[src/cac_pkg.sv]
// Shared constants and carriers for the calendar alarm compare block.
package cac_pkg;

    // Register indices; the byte address on the bus is four times the index.
    localparam logic [5:0] IDX_CTRL = 6'h00;
    localparam logic [5:0] IDX_STATUS = 6'h01;
    localparam logic [5:0] IDX_MASK = 6'h02;
    localparam logic [5:0] IDX_SEC_ALARM = 6'h10;
    localparam logic [5:0] IDX_MIN_ALARM = 6'h11;
    localparam logic [5:0] IDX_HOUR_ALARM = 6'h12;
    localparam logic [5:0] IDX_DAY_ALARM = 6'h13;
    localparam logic [5:0] IDX_WDAY_ALARM = 6'h14;
    localparam logic [5:0] IDX_MON_ALARM = 6'h15;
    localparam logic [5:0] IDX_YEAR_ALARM = 6'h16;

    // Number of alarm fields and their byte width.
    localparam int FIELDS = 7;
    localparam int FW = 8;

    // Field layout: enable in every alarm byte, 12/24 mode in the current hours byte, PM or tens-20 in hours.
    localparam int EN_BIT = 7;
    localparam int HOUR_MODE_BIT = 6;
    localparam int PM_OR_TENS20_BIT = 5;

    // Value bits compared per field, seconds in the lowest byte.
    localparam logic [7:0] MASK_SEC = 8'h7f;
    localparam logic [7:0] MASK_MIN = 8'h7f;
    localparam logic [7:0] MASK_HOUR_12 = 8'h3f;
    localparam logic [7:0] MASK_HOUR_24 = 8'h3f;
    localparam logic [7:0] MASK_DAY = 8'h3f;
    localparam logic [7:0] MASK_WDAY = 8'h07;
    localparam logic [7:0] MASK_MON = 8'h1f;
    localparam logic [7:0] MASK_YEAR = 8'h7f;

    // Control, status and mask bit positions.
    localparam int ALARM_IRQ_ENABLE_BIT = 0;
    localparam int ST_FLAG_BIT = 0;
    localparam int ST_SEEN_BIT = 1;
    localparam int ST_LIVE_BIT = 8;
    localparam int ST_MODE_BIT = 9;
    localparam int EVW = 2;

    // Reset values of every stored register.
    localparam logic [7:0] ALARM_RST = 8'h00;
    localparam logic CTRL_RST = 1'b0;
    localparam logic [EVW-1:0] EV_RST = 2'h0;

    // Current time from the timekeeping counters; seconds sit lowest.
    typedef struct packed {
        logic [7:0] year;
        logic [7:0] mon;
        logic [7:0] wday;
        logic [7:0] day;
        logic [7:0] hour;
        logic [7:0] min;
        logic [7:0] sec;
    } cac_time_s;

endpackage

[src/cac_alarm_regs.sv]
`timescale 1ns/10ps
// Small register file holding the alarm target bytes.
module cac_alarm_regs #(
    parameter int DEPTH = 7,
    parameter int WIDTH = 8,
    parameter int AW = 3
) (
    input wire logic clk_i,
    input wire logic rst_i,
    input wire logic we_i,
    input wire logic [AW-1:0] waddr_i,
    input wire logic [WIDTH-1:0] wdata_i,
    input wire logic [AW-1:0] raddr_i,
    output logic [WIDTH-1:0] rdata_o,
    output logic [DEPTH*WIDTH-1:0] bank_o
);

    // The address width must reach every entry.
    if (DEPTH > (1 << AW)) begin : g_chk
        $error("cac_alarm_regs: DEPTH exceeds address range");
    end

    // Every entry is visible at once, because the comparators need all of them.
    for (genvar i = 0; i < DEPTH; i++) begin : g_ent
        always_ff @(posedge clk_i) begin
            if (rst_i) begin
                bank_o[i*WIDTH +: WIDTH] <= WIDTH'(cac_pkg::ALARM_RST);
            end else if (we_i && (waddr_i == AW'(i))) begin
                bank_o[i*WIDTH +: WIDTH] <= wdata_i;
            end
        end
    end

    // Read data leave a register; an index past the end reads as zero.
    always_ff @(posedge clk_i) begin
        if (rst_i) begin
            rdata_o <= '0;
        end else if (int'(raddr_i) < DEPTH) begin
            rdata_o <= bank_o[int'(raddr_i)*WIDTH +: WIDTH];
        end else begin
            rdata_o <= '0;
        end
    end

endmodule

[src/cac_field_cmp.sv]
`timescale 1ns/10ps
// Compares one alarm byte against one current time byte.
module cac_field_cmp #(
    parameter int WIDTH = 8,
    parameter int EN_POS = 7
) (
    input wire logic [WIDTH-1:0] target_i,
    input wire logic [WIDTH-1:0] current_i,
    input wire logic [WIDTH-1:0] mask_i,
    output logic enabled_o,
    output logic hit_o
);

    // The enable bit must lie inside the byte.
    if (EN_POS >= WIDTH) begin : g_chk
        $error("cac_field_cmp: EN_POS outside the byte");
    end

    // The enable bit itself is never part of the compared value.
    assign enabled_o = target_i[EN_POS];
    // A disabled field always agrees, so it cannot veto the match.
    assign hit_o = !enabled_o || (((target_i ^ current_i) & mask_i) == '0);

endmodule

[src/cac_alarm_top.sv]
`timescale 1ns/10ps
// Notes on behaviour
// - Compare a field only while its enable is set.
// - First full match with irq enable sets flag, pin.
// - Disabled fields never affect the match result.
// - Seconds alarm: enable bit 7, BCD 0-59.
// - Minutes alarm: enable bit 7, BCD 0-59.
// - Hours alarm: bit 5 PM or tens, BCD.
// - Days alarm: enable bit 7, BCD 1-31.
// - Weekday alarm: enable bit 7, value 1-7.
// - Months alarm: enable bit 7, BCD 1-12.
// - Years alarm: enable bit 7, BCD 0-79.
// - Current hours bit 6 picks 12/24 mode.
module cac_alarm_top #(
    parameter int FIELDS = 7
) (
    input wire logic clk_i,
    input wire logic rst_i,
    input wire logic wb_cyc_i,
    input wire logic wb_stb_i,
    input wire logic wb_we_i,
    input wire logic [7:0] wb_adr_i,
    input wire logic [3:0] wb_sel_i,
    input wire logic [31:0] wb_dat_i,
    output logic [31:0] wb_dat_o,
    output logic wb_ack_o,
    input wire cac_pkg::cac_time_s cur_time_i,
    output logic alarm_int_n_o,
    output logic irq_o
);

    // The compare structure is built for exactly seven calendar fields.
    if (FIELDS != cac_pkg::FIELDS) begin : g_chk
        $error("cac_alarm_top: FIELDS must be seven");
    end

    localparam int FW = cac_pkg::FW;
    localparam int AW = 3;

    // Bus handshake state.
    logic ack_q;
    // Register index carried by the word address.
    logic [5:0] idx;
    // A request seen for the first time.
    logic req_new;
    // The write that takes effect at the acknowledged edge.
    logic wr_commit;
    // The index falls in the alarm page.
    logic is_alarm;
    // Offset of the index inside the alarm page.
    logic [AW-1:0] alarm_off;

    // Software control and event bookkeeping.
    logic alarm_irq_enable_q;
    logic [cac_pkg::EVW-1:0] sts_q;
    logic [cac_pkg::EVW-1:0] sts_d;
    logic [cac_pkg::EVW-1:0] msk_q;
    logic [cac_pkg::EVW-1:0] ev_set;
    logic [cac_pkg::EVW-1:0] ev_clr;

    // Read path.
    logic [FW-1:0] alarm_rd;
    logic [31:0] own_rd_q;
    logic alarm_sel_q;

    // Compare path.
    logic [FIELDS*FW-1:0] bank;
    logic [FIELDS*FW-1:0] cur_flat;
    logic [FIELDS*FW-1:0] masks;
    logic [FIELDS-1:0] en;
    logic [FIELDS-1:0] hit;
    logic twelve_hour;
    logic any_en;
    logic match_all;
    logic match_q;
    logic match_rise;
    logic int_n_q;
    logic irq_q;

    // Address decode works on word indices; byte lanes above lane 0 are ignored on writes.
    assign idx = wb_adr_i[7:2];
    assign req_new = wb_cyc_i && wb_stb_i && !ack_q;
    // A write lands on the edge where the master sees ack, and only then.
    assign wr_commit = wb_cyc_i && wb_stb_i && wb_we_i && ack_q && wb_sel_i[0];
    assign is_alarm = (idx >= cac_pkg::IDX_SEC_ALARM) && (idx <= cac_pkg::IDX_YEAR_ALARM);
    assign alarm_off = AW'(idx - cac_pkg::IDX_SEC_ALARM);

    // Ack rises one cycle after the request and falls in the next cycle,
    // so every access, mapped or not, takes exactly two cycles.
    always_ff @(posedge clk_i) begin
        if (rst_i) begin
            ack_q <= 1'b0;
        end else begin
            ack_q <= req_new;
        end
    end

    assign wb_ack_o = ack_q;

    // The alarm targets live in their own register file.
    cac_alarm_regs #(
        .DEPTH(FIELDS),
        .WIDTH(FW),
        .AW(AW)
    ) u_regs (
        .clk_i(clk_i),
        .rst_i(rst_i),
        .we_i(wr_commit && is_alarm),
        .waddr_i(alarm_off),
        .wdata_i(wb_dat_i[FW-1:0]),
        .raddr_i(alarm_off),
        .rdata_o(alarm_rd),
        .bank_o(bank)
    );

    // Control register: alarm_irq_enable gates both the flag and the pin.
    always_ff @(posedge clk_i) begin
        if (rst_i) begin
            alarm_irq_enable_q <= cac_pkg::CTRL_RST;
        end else if (wr_commit && (idx == cac_pkg::IDX_CTRL)) begin
            alarm_irq_enable_q <= wb_dat_i[cac_pkg::ALARM_IRQ_ENABLE_BIT];
        end
    end

    // Interrupt mask register, same layout as the status register.
    always_ff @(posedge clk_i) begin
        if (rst_i) begin
            msk_q <= cac_pkg::EV_RST;
        end else if (wr_commit && (idx == cac_pkg::IDX_MASK)) begin
            msk_q <= wb_dat_i[cac_pkg::EVW-1:0];
        end
    end

    // Own registers are sampled when the request first appears; unmapped
    // indices read zero and writes to them are dropped.
    always_ff @(posedge clk_i) begin
        if (rst_i) begin
            own_rd_q <= '0;
            alarm_sel_q <= 1'b0;
        end else if (req_new) begin
            own_rd_q <= '0;
            alarm_sel_q <= is_alarm;
            case (idx)
                cac_pkg::IDX_CTRL: begin
                    own_rd_q[cac_pkg::ALARM_IRQ_ENABLE_BIT] <= alarm_irq_enable_q;
                end
                cac_pkg::IDX_STATUS: begin
                    own_rd_q[cac_pkg::EVW-1:0] <= sts_q;
                    own_rd_q[cac_pkg::ST_LIVE_BIT] <= match_all;
                    own_rd_q[cac_pkg::ST_MODE_BIT] <= twelve_hour;
                end
                cac_pkg::IDX_MASK: begin
                    own_rd_q[cac_pkg::EVW-1:0] <= msk_q;
                end
                default: begin
                    own_rd_q <= '0;
                end
            endcase
        end
    end

    // Data are only shown while ack is high, and zero otherwise.
    always_comb begin
        wb_dat_o = '0;
        if (ack_q && alarm_sel_q) begin
            wb_dat_o[FW-1:0] = alarm_rd;
        end else if (ack_q) begin
            wb_dat_o = own_rd_q;
        end
    end

    // The live time is flattened so that field i sits in byte i.
    assign cur_flat = cur_time_i;
    // Mode follows the running hours register, not the alarm byte.
    assign twelve_hour = cur_time_i.hour[cac_pkg::HOUR_MODE_BIT];

    // Per field compare masks; the enable bit is never compared.
    // In 12-hour mode bit 5 is the PM marker, in 24-hour mode the tens-20.
    always_comb begin
        masks = {cac_pkg::MASK_YEAR, cac_pkg::MASK_MON, cac_pkg::MASK_WDAY,
                 cac_pkg::MASK_DAY, cac_pkg::MASK_HOUR_24, cac_pkg::MASK_MIN,
                 cac_pkg::MASK_SEC};
        if (twelve_hour) begin
            masks[2*FW +: FW] = cac_pkg::MASK_HOUR_12;
        end
    end

    // One comparator per calendar field.
    for (genvar i = 0; i < FIELDS; i++) begin : g_cmp
        cac_field_cmp #(
            .WIDTH(FW),
            .EN_POS(cac_pkg::EN_BIT)
        ) u_cmp (
            .target_i(bank[i*FW +: FW]),
            .current_i(cur_flat[i*FW +: FW]),
            .mask_i(masks[i*FW +: FW]),
            .enabled_o(en[i]),
            .hit_o(hit[i])
        );
    end

    // All enabled fields must agree. With no field enabled there is no
    // alarm at all, otherwise a blank setup would fire immediately.
    assign any_en = |en;
    assign match_all = any_en && (&hit);

    // Only the first cycle of a match counts, so a match that lasts a
    // whole second raises a single event.
    always_ff @(posedge clk_i) begin
        if (rst_i) begin
            match_q <= 1'b0;
        end else begin
            match_q <= match_all;
        end
    end

    assign match_rise = match_all && !match_q;

    // Event sources: the flag needs the irq enable, the seen bit does not.
    always_comb begin
        ev_set = '0;
        ev_set[cac_pkg::ST_FLAG_BIT] = match_rise && alarm_irq_enable_q;
        ev_set[cac_pkg::ST_SEEN_BIT] = match_rise;
        ev_clr = '0;
        if (wr_commit && (idx == cac_pkg::IDX_STATUS)) begin
            ev_clr = wb_dat_i[cac_pkg::EVW-1:0];
        end
        // A new event in the clearing cycle survives the clear.
        sts_d = (sts_q & ~ev_clr) | ev_set;
    end

    // Sticky status bits, cleared only by reset or by writing a one.
    always_ff @(posedge clk_i) begin
        if (rst_i) begin
            sts_q <= cac_pkg::EV_RST;
        end else begin
            sts_q <= sts_d;
        end
    end

    // Pin low while the flag is set and interrupts are enabled.
    always_ff @(posedge clk_i) begin
        if (rst_i) begin
            int_n_q <= 1'b1;
        end else begin
            int_n_q <= !(sts_q[cac_pkg::ST_FLAG_BIT] && alarm_irq_enable_q);
        end
    end

    // Level interrupt to the system, gated by the mask register.
    always_ff @(posedge clk_i) begin
        if (rst_i) begin
            irq_q <= 1'b0;
        end else begin
            irq_q <= |(sts_q & msk_q);
        end
    end

    assign alarm_int_n_o = int_n_q;
    assign irq_o = irq_q;
endmodule

[config.mk]
export PLATFORM = sky130hd
export DESIGN_NAME = cac_alarm_top
export DESIGN_NICKNAME = d
export VERILOG_FILES = /design/src/cac_pkg.sv /design/src/cac_alarm_regs.sv /design/src/cac_field_cmp.sv /design/src/cac_alarm_top.sv
export SDC_FILE = /design/constraint.sdc
export NUM_CORES = 1
export LEC_CHECK = 0
export ABC_AREA = 0
export BUFFER_PORTS_ARGS = -buffer_cell sky130_fd_sc_hd__buf_2
export CORE_MARGIN = 5
export CORE_UTILIZATION = 48
export CTS_BUF_LIST = sky130_fd_sc_hd__clkbuf_4 sky130_fd_sc_hd__clkbuf_8
export DETAILED_ROUTE_END_ITERATION = 12
export PLACE_DENSITY = 0.89
export SYNTH_ARGS = -nofsm -noshare
export SYNTH_HDL_FRONTEND = slang
export SYNTH_HIERARCHICAL = 1
export SYNTH_SLANG_ARGS = --single-unit
[constraint.sdc]
create_clock -name clk_i -period 1.7 [get_ports clk_i]
set_input_delay 0.34 -clock clk_i [delete_from_list [all_inputs] [get_ports clk_i]]
set_output_delay 0.34 -clock clk_i [all_outputs]
set_load 0.01 [all_outputs]
==> flow_summary.yaml, run 1 <==
status:
  status: "complete, but fails checks"
  violations: "negative setup slack"
placement:
  port_buffers: 88
  dpl_cell_area_um2: 5470
  dpl.hpwl_mm: 9.59
  placed_cells: 774
  routabilityCongestion: 0.960
grt:
  grt_max_degree: 33
  grt_overflow: 0
  grt_pass1_vias: 4255
  track_usage: 0.227
  grt_first_pass_wirelength_mm: 20.3
  antenna_found_initial: 0
sta:
  setup_ws_ns: -0.196
  finalClockSkew_ns: 0.0112
  fin_setup_tns_ns: -0.601
  slew_violations: 0
  finalCriticalPeriod_ns: 1.90
  relSlewSlack: 0.659
  finalSetupViolCount: 5
  fmax_mhz: 527
  tightest_slew_ns: 0.510
  rsz0062_at_grt: "true"
  fin_crit_sh: 1.12
  finalHoldViolCount: 0
drt:
  routed_wl_mm: 13.1
  ant_nets: 0
  avgRoutedWirePerCell_um: 16.6
  first_iter_violations: 398
  drtPass1Iterations: 6
  drc_errors: 0
  route.vias.total: 4255
  via_per_inst: 5.39
final_layout:
  drive_above_1_share: 0.295
  fillers: 733
  final_util: 0.631
  syn2layout_area_growth_pct: 29.5
  diodes: 0
  fin_nets: 779
  postLayoutCellArea_um2: 5740
  final_cells: 790
floorplan:
  fp.dieH_um: 106
  rows: 35
  coreArea_um2: 9110
  die_area_um2: 11300
  start_util: 0.487
  io_pins: 140
  fp.dieW_um: 106
synth:
  avgSynthCellArea_um2: 9.09
  ys_types: 43
  synthCells: 488
  yosys.area.top_type: "dfxtp_1"
  synthTopCellsByArea: "dfxtp_1, mux2i_1, xor2_1, nand2_1, a22o_1"
  synth-seq-cells: 78
  synth-seq-area-share: 0.352
  synth_warnings: 6
  netlist_area_um2: 4440
  yosysTopAreaCellShare: 0.352
clock_network:
  numCtsBuffers: 9
  insertion_delay_ns: 0.36
  clockBufferDepth: 2
  cts_max_level: 3
  cts.sinks: 78
  cts_tree: "built"
  clk_pin_slew_ns: 0.08
  holdBufCountCts: 0
  root_buffer: "clkbuf_8"
worst_setup_path:
  arrival_ns: 2.20
  cp_max_fo: 4
  start_kind: "flip-flop"
  cp-end-kind: "flip-flop"
  criticalPathCategory: "flip-flop to flip-flop"
  cp.required_ns: 2.00
pwr:
  p_per_area_nw_per_um2: 646
  power.total_mw: 3.71
  p_leak_nw: 2.63
  max-vdd-ir-drop_mv: 0.443
min_path:
  hold_path.class: "primary input to flip-flop"
run:
  cap_violations: 0
[layout by cell type (no fill, tap or decap), types with 5 or more instances in the layout]
master,count
and3_1,8
clkbuf_8,9
a221oi_1,16
mux2_1,8
dfxtp_2,5
nor2_1,32
xor2_1,49
buf_2,88
inv_1,10
conb_1,78
nand2_1,72
a21oi_1,33
mux2i_1,44
buf_4,60
dfxtp_1,73
a22o_1,28
[worst max-delay path: stages, from the launching register on]
cell	delay, ns
dfxtp_1	0.33
xor2_1	0.14
a22o_1	0.24
o41ai_4	0.40
nand4_1	0.20
a211oi_4	0.32
a31o_2	0.19
[registers in the layout (all words and copies together) (netlist names)]
register / cells
irq_o: 1
msk_q: 2
sts_q: 2
own_rd_q: 4
alarm_int_n_o: 1
alarm_irq_enable_q: 1
u_regs/rdata_o: 8
match_q: 1
wb_ack_o: 1
alarm_sel_q: 1
u_regs/bank_o: 56
[cells in the mapped netlist]
cell type   n
a31o_2      2
o41ai_2     7
nand3b_1    1
buf_4      32
buf_1       1
a221oi_1   16
a32o_1      1
and4bb_1    3
conb_1      2
a211oi_1    1
o21ai_0     2
mux2_2      1
a22oi_1     2
and4_1      1
or4b_1      1
xor2_1     49
nand3_1     5
nor3b_4     2
a32oi_1     1
a22o_1     28
a311oi_1    1
nor4b_4     1
or2_2       1
buf_2       9
mux2i_1    45
and3_1      8
clkbuf_4    1
or4_4       1
nor2b_1     3
inv_1      10
clkbuf_1    7
nor4_1      1
mux2_1      8
and3b_1     2
nor2_1     33
and4b_1     3
nand4b_1    3
nand2_1    72
nor3_1      1
a21oi_1    36
nand4_1     3
dfxtp_1    78
buf_6       3
[layer usage]
metal,vias to the layer above,track usage,share of wire
met1,1969,0.266,0.37
met5,-,0,0
met2,239,0.397,0.50
met3,52,0.0383,0.088
li1,1995,-,-
met4,0,0.115,0.042
[layout make-up]
| class | count | area (µm²) | area share |
|---|---|---|---|
| clock buffer | 10 | 131 | 0.0229 |
| inverter | 10 | 37.5 | 0.00653 |
| tap | 111 | 139 | 0.0242 |
| sequential | 78 | 1570 | 0.273 |
| clock inverter | 6 | 62.6 | 0.0109 |
| multi-input combinational | 423 | 2840 | 0.495 |
| timing repair buffer | 152 | 962 | 0.168 |
[where the power goes]
| part | internal (mW) | switching (mW) | total (mW) | leakage, nW |
|---|---|---|---|---|
| Sequential | 1.84 | 0.00624 | 1.85 | 0.632 |
| Clock | 0.689 | 0.714 | 1.40 | 0.0917 |
| Combinational | 0.188 | 0.274 | 0.462 | 1.91 |
[cell families (layout without fill, tap and decap cells)]
family,count (synthesis),count (layout),synth area share
flip-flops,78,78,0.352
AND/OR/NAND/NOR,145,145,0.166
multiplexers,54,54,0.124
other,2,78,0.00169
AO/OA/AOI/OAI,97,97,0.171
XOR/XNOR,49,49,0.0968
buffers and inverters,63,178,0.0889
[final timing paths]
check,startpoint,endpoint,slack (ns),cells after the start
max,u_regs/bank_o[11],sts_q[0],-0.20,6
min,wb_adr_i[6],alarm_sel_q,0.26,3
max reg2reg,u_regs/bank_o[11],sts_q[0],-0.20,6
min reg2reg,alarm_irq_enable_q,alarm_int_n_o,0.45,1
[what timing repair did]
| action | in CTS | in global routing |
|---|---|---|
| resized for setup | 10 | 10 |
| endpoints found under the setup margin | 44 | 34 |
| pin swaps | 8 | 5 |
| setup buffers | 0 | 0 |
[per-stage QoR]
step	hold WS [ns]	worst slack, ns
floorplan	0.392	0.0393
global placement	0.433	-0.293
detailed placement	0.431	-0.364
CTS	0.253	-0.174
global route	0.271	-0.267
finish	0.257	-0.196
No activity file was read; power rests on OpenSTA's default activity.
==> inputs of run 2 (changes only) <==
- CORE_UTILIZATION: 48 -> 50
- PLACE_DENSITY: 0.89 -> 0.9
- SYNTH_HIERARCHICAL: 1 -> not set
- clock period: 1.7 -> 2.2 ns (I/O delays scaled with it)
==> flow_summary.yaml, run 2 <==
placement:
  placed_cells: 601
  port_buffers: 74
  place_ws_ns: 0.0974
  routabilityCongestion: 0.933
  dpl.hpwl_mm: 7.98
drt:
  via_per_inst: 5.57
  routed_wl_mm: 10.6
  drtPass1Iterations: 4
  avgRoutedWirePerCell_um: 17.2
  drc_errors: 0
  first_iter_violations: 271
  ant_nets: 0
  route.vias.total: 3436
worst_setup_path:
  start_kind: "flip-flop"
  crit_path_cell_trace: "xnor2_1 -> nand4_1 -> o41ai_2 -> nand4_1 -> or4_4 -> a21oi_2"
  slowest_stage: "or4_4"
  cp_max_fo: 3
  cp-end-kind: "flip-flop"
  rrSetupSlack_ns: 0.24
  worst_r2r_path_depth: 6
  worstReg2RegStart: "u_regs.bank_o[14]"
  cp.required_ns: 2.50
  crit_family: "simple AND/OR/NAND/NOR gates"
  criticalPathCategory: "flip-flop to flip-flop"
  r2r_end: "sts_q[1]"
  crit_buf_inv: 0
  path_common_cell: "nand4_1"
  cp_slowest_stage_delay_ns: 0.58
  arrival_ns: 2.26
clock_network:
  insertion_delay_ns: 0.36
  cts.sinks: 78
  root_buffer: "clkbuf_8"
  cts_max_level: 3
  post_cts_buffers: 0
  numCtsBuffers: 9
  clockBufferDepth: 2
  cts_resized: 0
  cts_tree: "built"
  clk_pin_slew_ns: 0.08
  holdBufCountCts: 0
synth:
  synth_warnings: 0
  synthArstFlopShare: 0
  yosysTopAreaCellShare: 0.387
  ys_types: 43
  netlist_area_um2: 4030
  synth-seq-area-share: 0.387
  synth-main-ff-cell: "dfxtp_1"
  synth_edf_count: 0
  avgSynthCellArea_um2: 9.21
  synth-seq-cells: 78
  synthTopCellsByCount: "dfxtp_1, mux2i_1, nor2_1"
  synthTopCellsByArea: "dfxtp_1, mux2i_1, nor2_1, xnor2_1, buf_4"
  yosysMostFrequentCell: "dfxtp_1"
  yosys.area.top_type: "dfxtp_1"
  synthCells: 438
floorplan:
  coreArea_um2: 7810
  rows: 32
  fp.dieW_um: 99.8
  fp.dieH_um: 99.8
  io_pins: 140
  start_util: 0.517
  die_area_um2: 9960
final_layout:
  fin_nets: 615
  reg_top3: "u_regs.bank_o (56), u_regs.rdata_o (8), own_rd_q (4)"
  final_cells: 617
  layout_common_cells: "dfxtp_1, buf_2, mux2i_1, nor2_1, nand2_1"
  largest_register: "u_regs.bank_o"
  diodes: 0
  syn2layout_area_growth_pct: 16.8
  final_common_cell: "dfxtp_1"
  fillers: 659
  drive_above_1_share: 0.237
  largest_reg_flops: 56
grt:
  track_usage: 0.212
  grt_overflow: 0
  grt_first_pass_wirelength_mm: 16.6
  grt_pass1_vias: 3354
  antenna_found_initial: 0
  grt_max_degree: 48
pwr:
  p_leak_nw: 1.94
  max-vdd-ir-drop_mv: 0.583
  power.total_mw: 3.08
  p_per_area_nw_per_um2: 653
sta:
  tightest_slew_ns: 0.483
  rsz0062_at_grt: "false"
  fin_setup_tns_ns: 0
  finalClockSkew_ns: 0.0103
  finalHoldViolCount: 0
  slew_violations: 0
  setup_ws_ns: 0.239
  fin_worst_hold_slack_ns: 0.316
  fin_crit_sh: 0.891
  finalSetupViolCount: 0
  fmax_mhz: 510
  finalCriticalPeriod_ns: 1.96
  relSlewSlack: 0.674
min_path:
  min_path_cells: 2
  hold_path.class: "primary input to flip-flop"
  whs_endpoint: "alarm_sel_q"
  hp-start: "rst_i"
run:
  cap_violations: 0
status:
  status: "finished clean"
## run 2: cell count changes after synthesis, moves of 18 or more
| cell | previous run | this run |
|---|---|---|
| nor2_1 | 33 | 62 |
| xnor2_1 | 0 | 26 |
| a22o_1 | 28 | 1 |
| xor2_1 | 49 | 15 |
| nand3_1 | 5 | 23 |
| nand2_1 | 72 | 33 |
## run 2: cell families (layout without fill, tap and decap cells)
| kind of cell | count (synthesis) | after routing | synth area share |
|---|---|---|---|
| DFF | 78 | 78 | 0.387 |
| muxes | 70 | 70 | 0.200 |
| and+or+nand+nor | 156 | 156 | 0.182 |
| xor gates and xnor gates | 41 | 41 | 0.0890 |
| AOI/OAI and AO/OA | 43 | 43 | 0.0695 |
| other | 1 | 22 | 0.000930 |
| buffers and inverters | 49 | 105 | 0.0717 |
## run 2: through the flow
stage / instance area [µm²] / utilization
after detailed placement: 4440 / 0.569
after floorplan: 4110 / -
after CTS: 4710 / 0.603
after global placement: 4440 / 0.569
final: 4710 / 0.603
after global routing: 4710 / 0.603
## run 2: area by class of cell
type                    count  area [µm²]  area share
multi-input cells         332        2270       0.481
flip-flops and latches     78        1560       0.332
well taps                 102         128      0.0271
clock inverters             6         133      0.0282
repair buffers             89         483       0.103
clock buffers              10         138      0.0292
## run 2: layer usage
layer	up-vias	wire (µm)	GRT usage
li1	1616	-	-
met1	1608	4160	0.260
met2	182	5140	0.358
met3	30	1030	0.0639
met4	0	265	0.0662
met5	-	0	0
## run 2: worst max path at each step
| stage | start | end | depth (start not counted) |
|---|---|---|---|
| 2_1_floorplan | cur_time_i[2] | sts_q[1] | 5 |
| 3_3_place_gp | cur_time_i[2] | sts_q[1] | 6 |
| 3_5_place_dp | cur_time_i[51] | sts_q[1] | 7 |
| 4_1_cts | u_regs.bank_o[14] | sts_q[1] | 6 |
| 5_1_grt | u_regs.bank_o[14] | sts_q[0] | 6 |
| 6_report | u_regs.bank_o[14] | sts_q[1] | 6 |
## run 2: power breakdown
group          internal [mW]  switching [mW]
combinational         0.0925           0.147
sequential              1.41         0.00119
clock                  0.897           0.529
total                   2.40           0.677
==> inputs of run 3 (changes only) <==
- ABC_AREA: 0 -> 1
- PLACE_DENSITY: 0.9 -> 0.89
==> flow_summary.yaml, run 3 <==
sta:
  slew_violations: 0
  finalHoldViolCount: 0
  fin_crit_sh: 0.787
  rsz0062_at_grt: "false"
  fin_setup_tns_ns: 0
  finalClockSkew_ns: 0.00801
  fmax_mhz: 577
  finalSetupViolCount: 0
  finalCriticalPeriod_ns: 1.73
synth:
  synthTopCellsByArea: "dfxtp_1, nand2_1, inv_1, a21oi_1, o21ai_0"
  synth-seq-cells: 78
  synth-seq-area-share: 0.367
  synthArstFlopShare: 0
  yosysMostFrequentCell: "nand2_1"
  yosys.area.top_type: "dfxtp_1"
  netlist_area_um2: 4250
  synth-main-ff-cell: "dfxtp_1"
  synth_edf_count: 0
  synthTopCellsByCount: "nand2_1, inv_1, dfxtp_1"
  synthCells: 613
  ys_types: 35
  yosysTopAreaCellShare: 0.367
  synth_warnings: 0
  avgSynthCellArea_um2: 6.93
final_layout:
  multiInputGateArea_um2: 2090
  regArea_um2: 1560
  postLayoutCellArea_um2: 4770
  largest_register: "u_regs.bank_o"
  syn2layout_area_growth_pct: 12.4
  layout_common_cells: "nand2_1, inv_1, dfxtp_1, buf_2, a21oi_1"
  largest_reg_flops: 56
  fillers: 752
  final_common_cell: "nand2_1"
  diodes: 0
  reg_top3: "u_regs.bank_o (56), u_regs.rdata_o (8), own_rd_q (4)"
  drive_above_1_share: 0.172
  fin_nets: 786
pwr:
  p_per_area_nw_per_um2: 587
  max-vdd-ir-drop_mv: 0.419
  p_leak_nw: 2.13
worst_setup_path:
  cp-end-kind: "output port"
  start_kind: "flip-flop"
  r2r_end: "u_regs.bank_o[38]"
  worstReg2RegStart: "wb_ack_o"
  criticalPathCategory: "flip-flop to output port"
  cp.required_ns: 1.76
  setup.worst_path.start: "wb_ack_o"
  worst_r2r_path_depth: 7
  rrSetupSlack_ns: 0.53
  cp_max_fo: 6
  arrival_ns: 1.29
placement:
  dpl.hpwl_mm: 8.65
  dpl_cell_area_um2: 4570
  routabilityCongestion: 0.977
  port_buffers: 74
clock_network:
  cts_resized: 0
  root_buffer: "clkbuf_8"
  cts_max_level: 3
  clk_pin_slew_ns: 0.08
  cts.sinks: 78
  insertion_delay_ns: 0.35
  post_cts_buffers: 0
  cts_tree: "built"
  holdBufCountCts: 0
  clockBufferDepth: 2
  numCtsBuffers: 9
grt:
  antenna_found_initial: 0
  grt_first_pass_wirelength_mm: 18.1
  grt_overflow: 0
  track_usage: 0.219
  grt_pass1_vias: 3978
  grt_max_degree: 47
floorplan:
  fp.dieW_um: 102
  coreArea_um2: 8260
  io_pins: 140
  start_util: 0.515
  rows: 33
  die_area_um2: 10400
  fp.dieH_um: 102
run:
  cap_violations: 0
drt:
  route.vias.total: 4167
  via_per_inst: 5.27
  ant_nets: 0
  drc_errors: 0
  first_iter_violations: 362
  drtPass1Iterations: 7
  avgRoutedWirePerCell_um: 14.5
  routed_wl_mm: 11.5
min_path:
  hp-start: "cur_time_i[22]"
  hold_path.class: "primary input to flip-flop"
  min_path_cells: 3
  whs_endpoint: "own_rd_q[9]"
status:
  status: "finished clean"
-- run 3: changes by cell type after synthesis, sizes merged, moves of 18 or more --
cell / change
nand2: +106
xnor2: -18
a21oi: +45
o21ai: +52
mux2i: -62
inv: +102
-- run 3: cell type report --
class,instances,share of cell area
clock inverter,3,0.00917
clock buffer,12,0.0333
timing repair buffer,78,0.0839
sequential,78,0.327
multi-input combinational,411,0.438
inverter,103,0.0815
tap,105,0.0275
-- run 3: metal layers --
layer,wire [µm],GRT usage,vias up
met4,280,0.0676,0
li1,-,-,2057
met5,0,0,-
met2,5740,0.398,182
met3,960,0.0389,33
met1,4490,0.261,1895
-- run 3: kinds of logic after synthesis --
| family | share of synthesized area |
|---|---|
| and+or+nand+nor | 0.216 |
| AOI/OAI and AO/OA | 0.229 |
| buffers and inverters | 0.159 |
| DFF | 0.367 |
| xor gates and xnor gates | 0.0268 |
| other | 0.000883 |
-- run 3: worst max path at each step --
stage	end	slack (ns)	cells past startpoint
floorplan	u_regs.bank_o[5]	0.63	9
global placement	u_regs.bank_o[44]	0.38	7
detailed placement	u_regs.bank_o[47]	0.37	7
CTS	wb_dat_o[1]	0.48	3
global route	u_regs.bank_o[38]	0.36	7
finish	wb_dat_o[1]	0.47	3
-- run 3: per-stage QoR --
step	cells	setup slack (ns)	total power, mW	hold slack, ns	utilization
2_1_floorplan	634	0.631	1.64	0.408	-
3_3_place_gp	775	0.382	1.72	0.432	0.554
3_5_place_dp	775	0.365	1.73	0.441	0.554
4_1_cts	790	0.485	2.80	0.342	0.578
5_1_grt	790	0.365	2.89	0.371	0.578
6_report	790	0.468	2.80	0.339	0.578
-- run 3: report_power, final --
part | leakage, nW | switching (mW) | internal, mW
logic | 1.40 | 0.185 | 0.0923
registers | 0.629 | 0.00477 | 1.42
clock network | 0.106 | 0.508 | 0.593
-- run 3: critical path, stage by stage, from the launching register on --
cell	delay, ns
dfxtp_1	0.45
inv_1	0.11
a211oi_1	0.22
buf_2	0.17
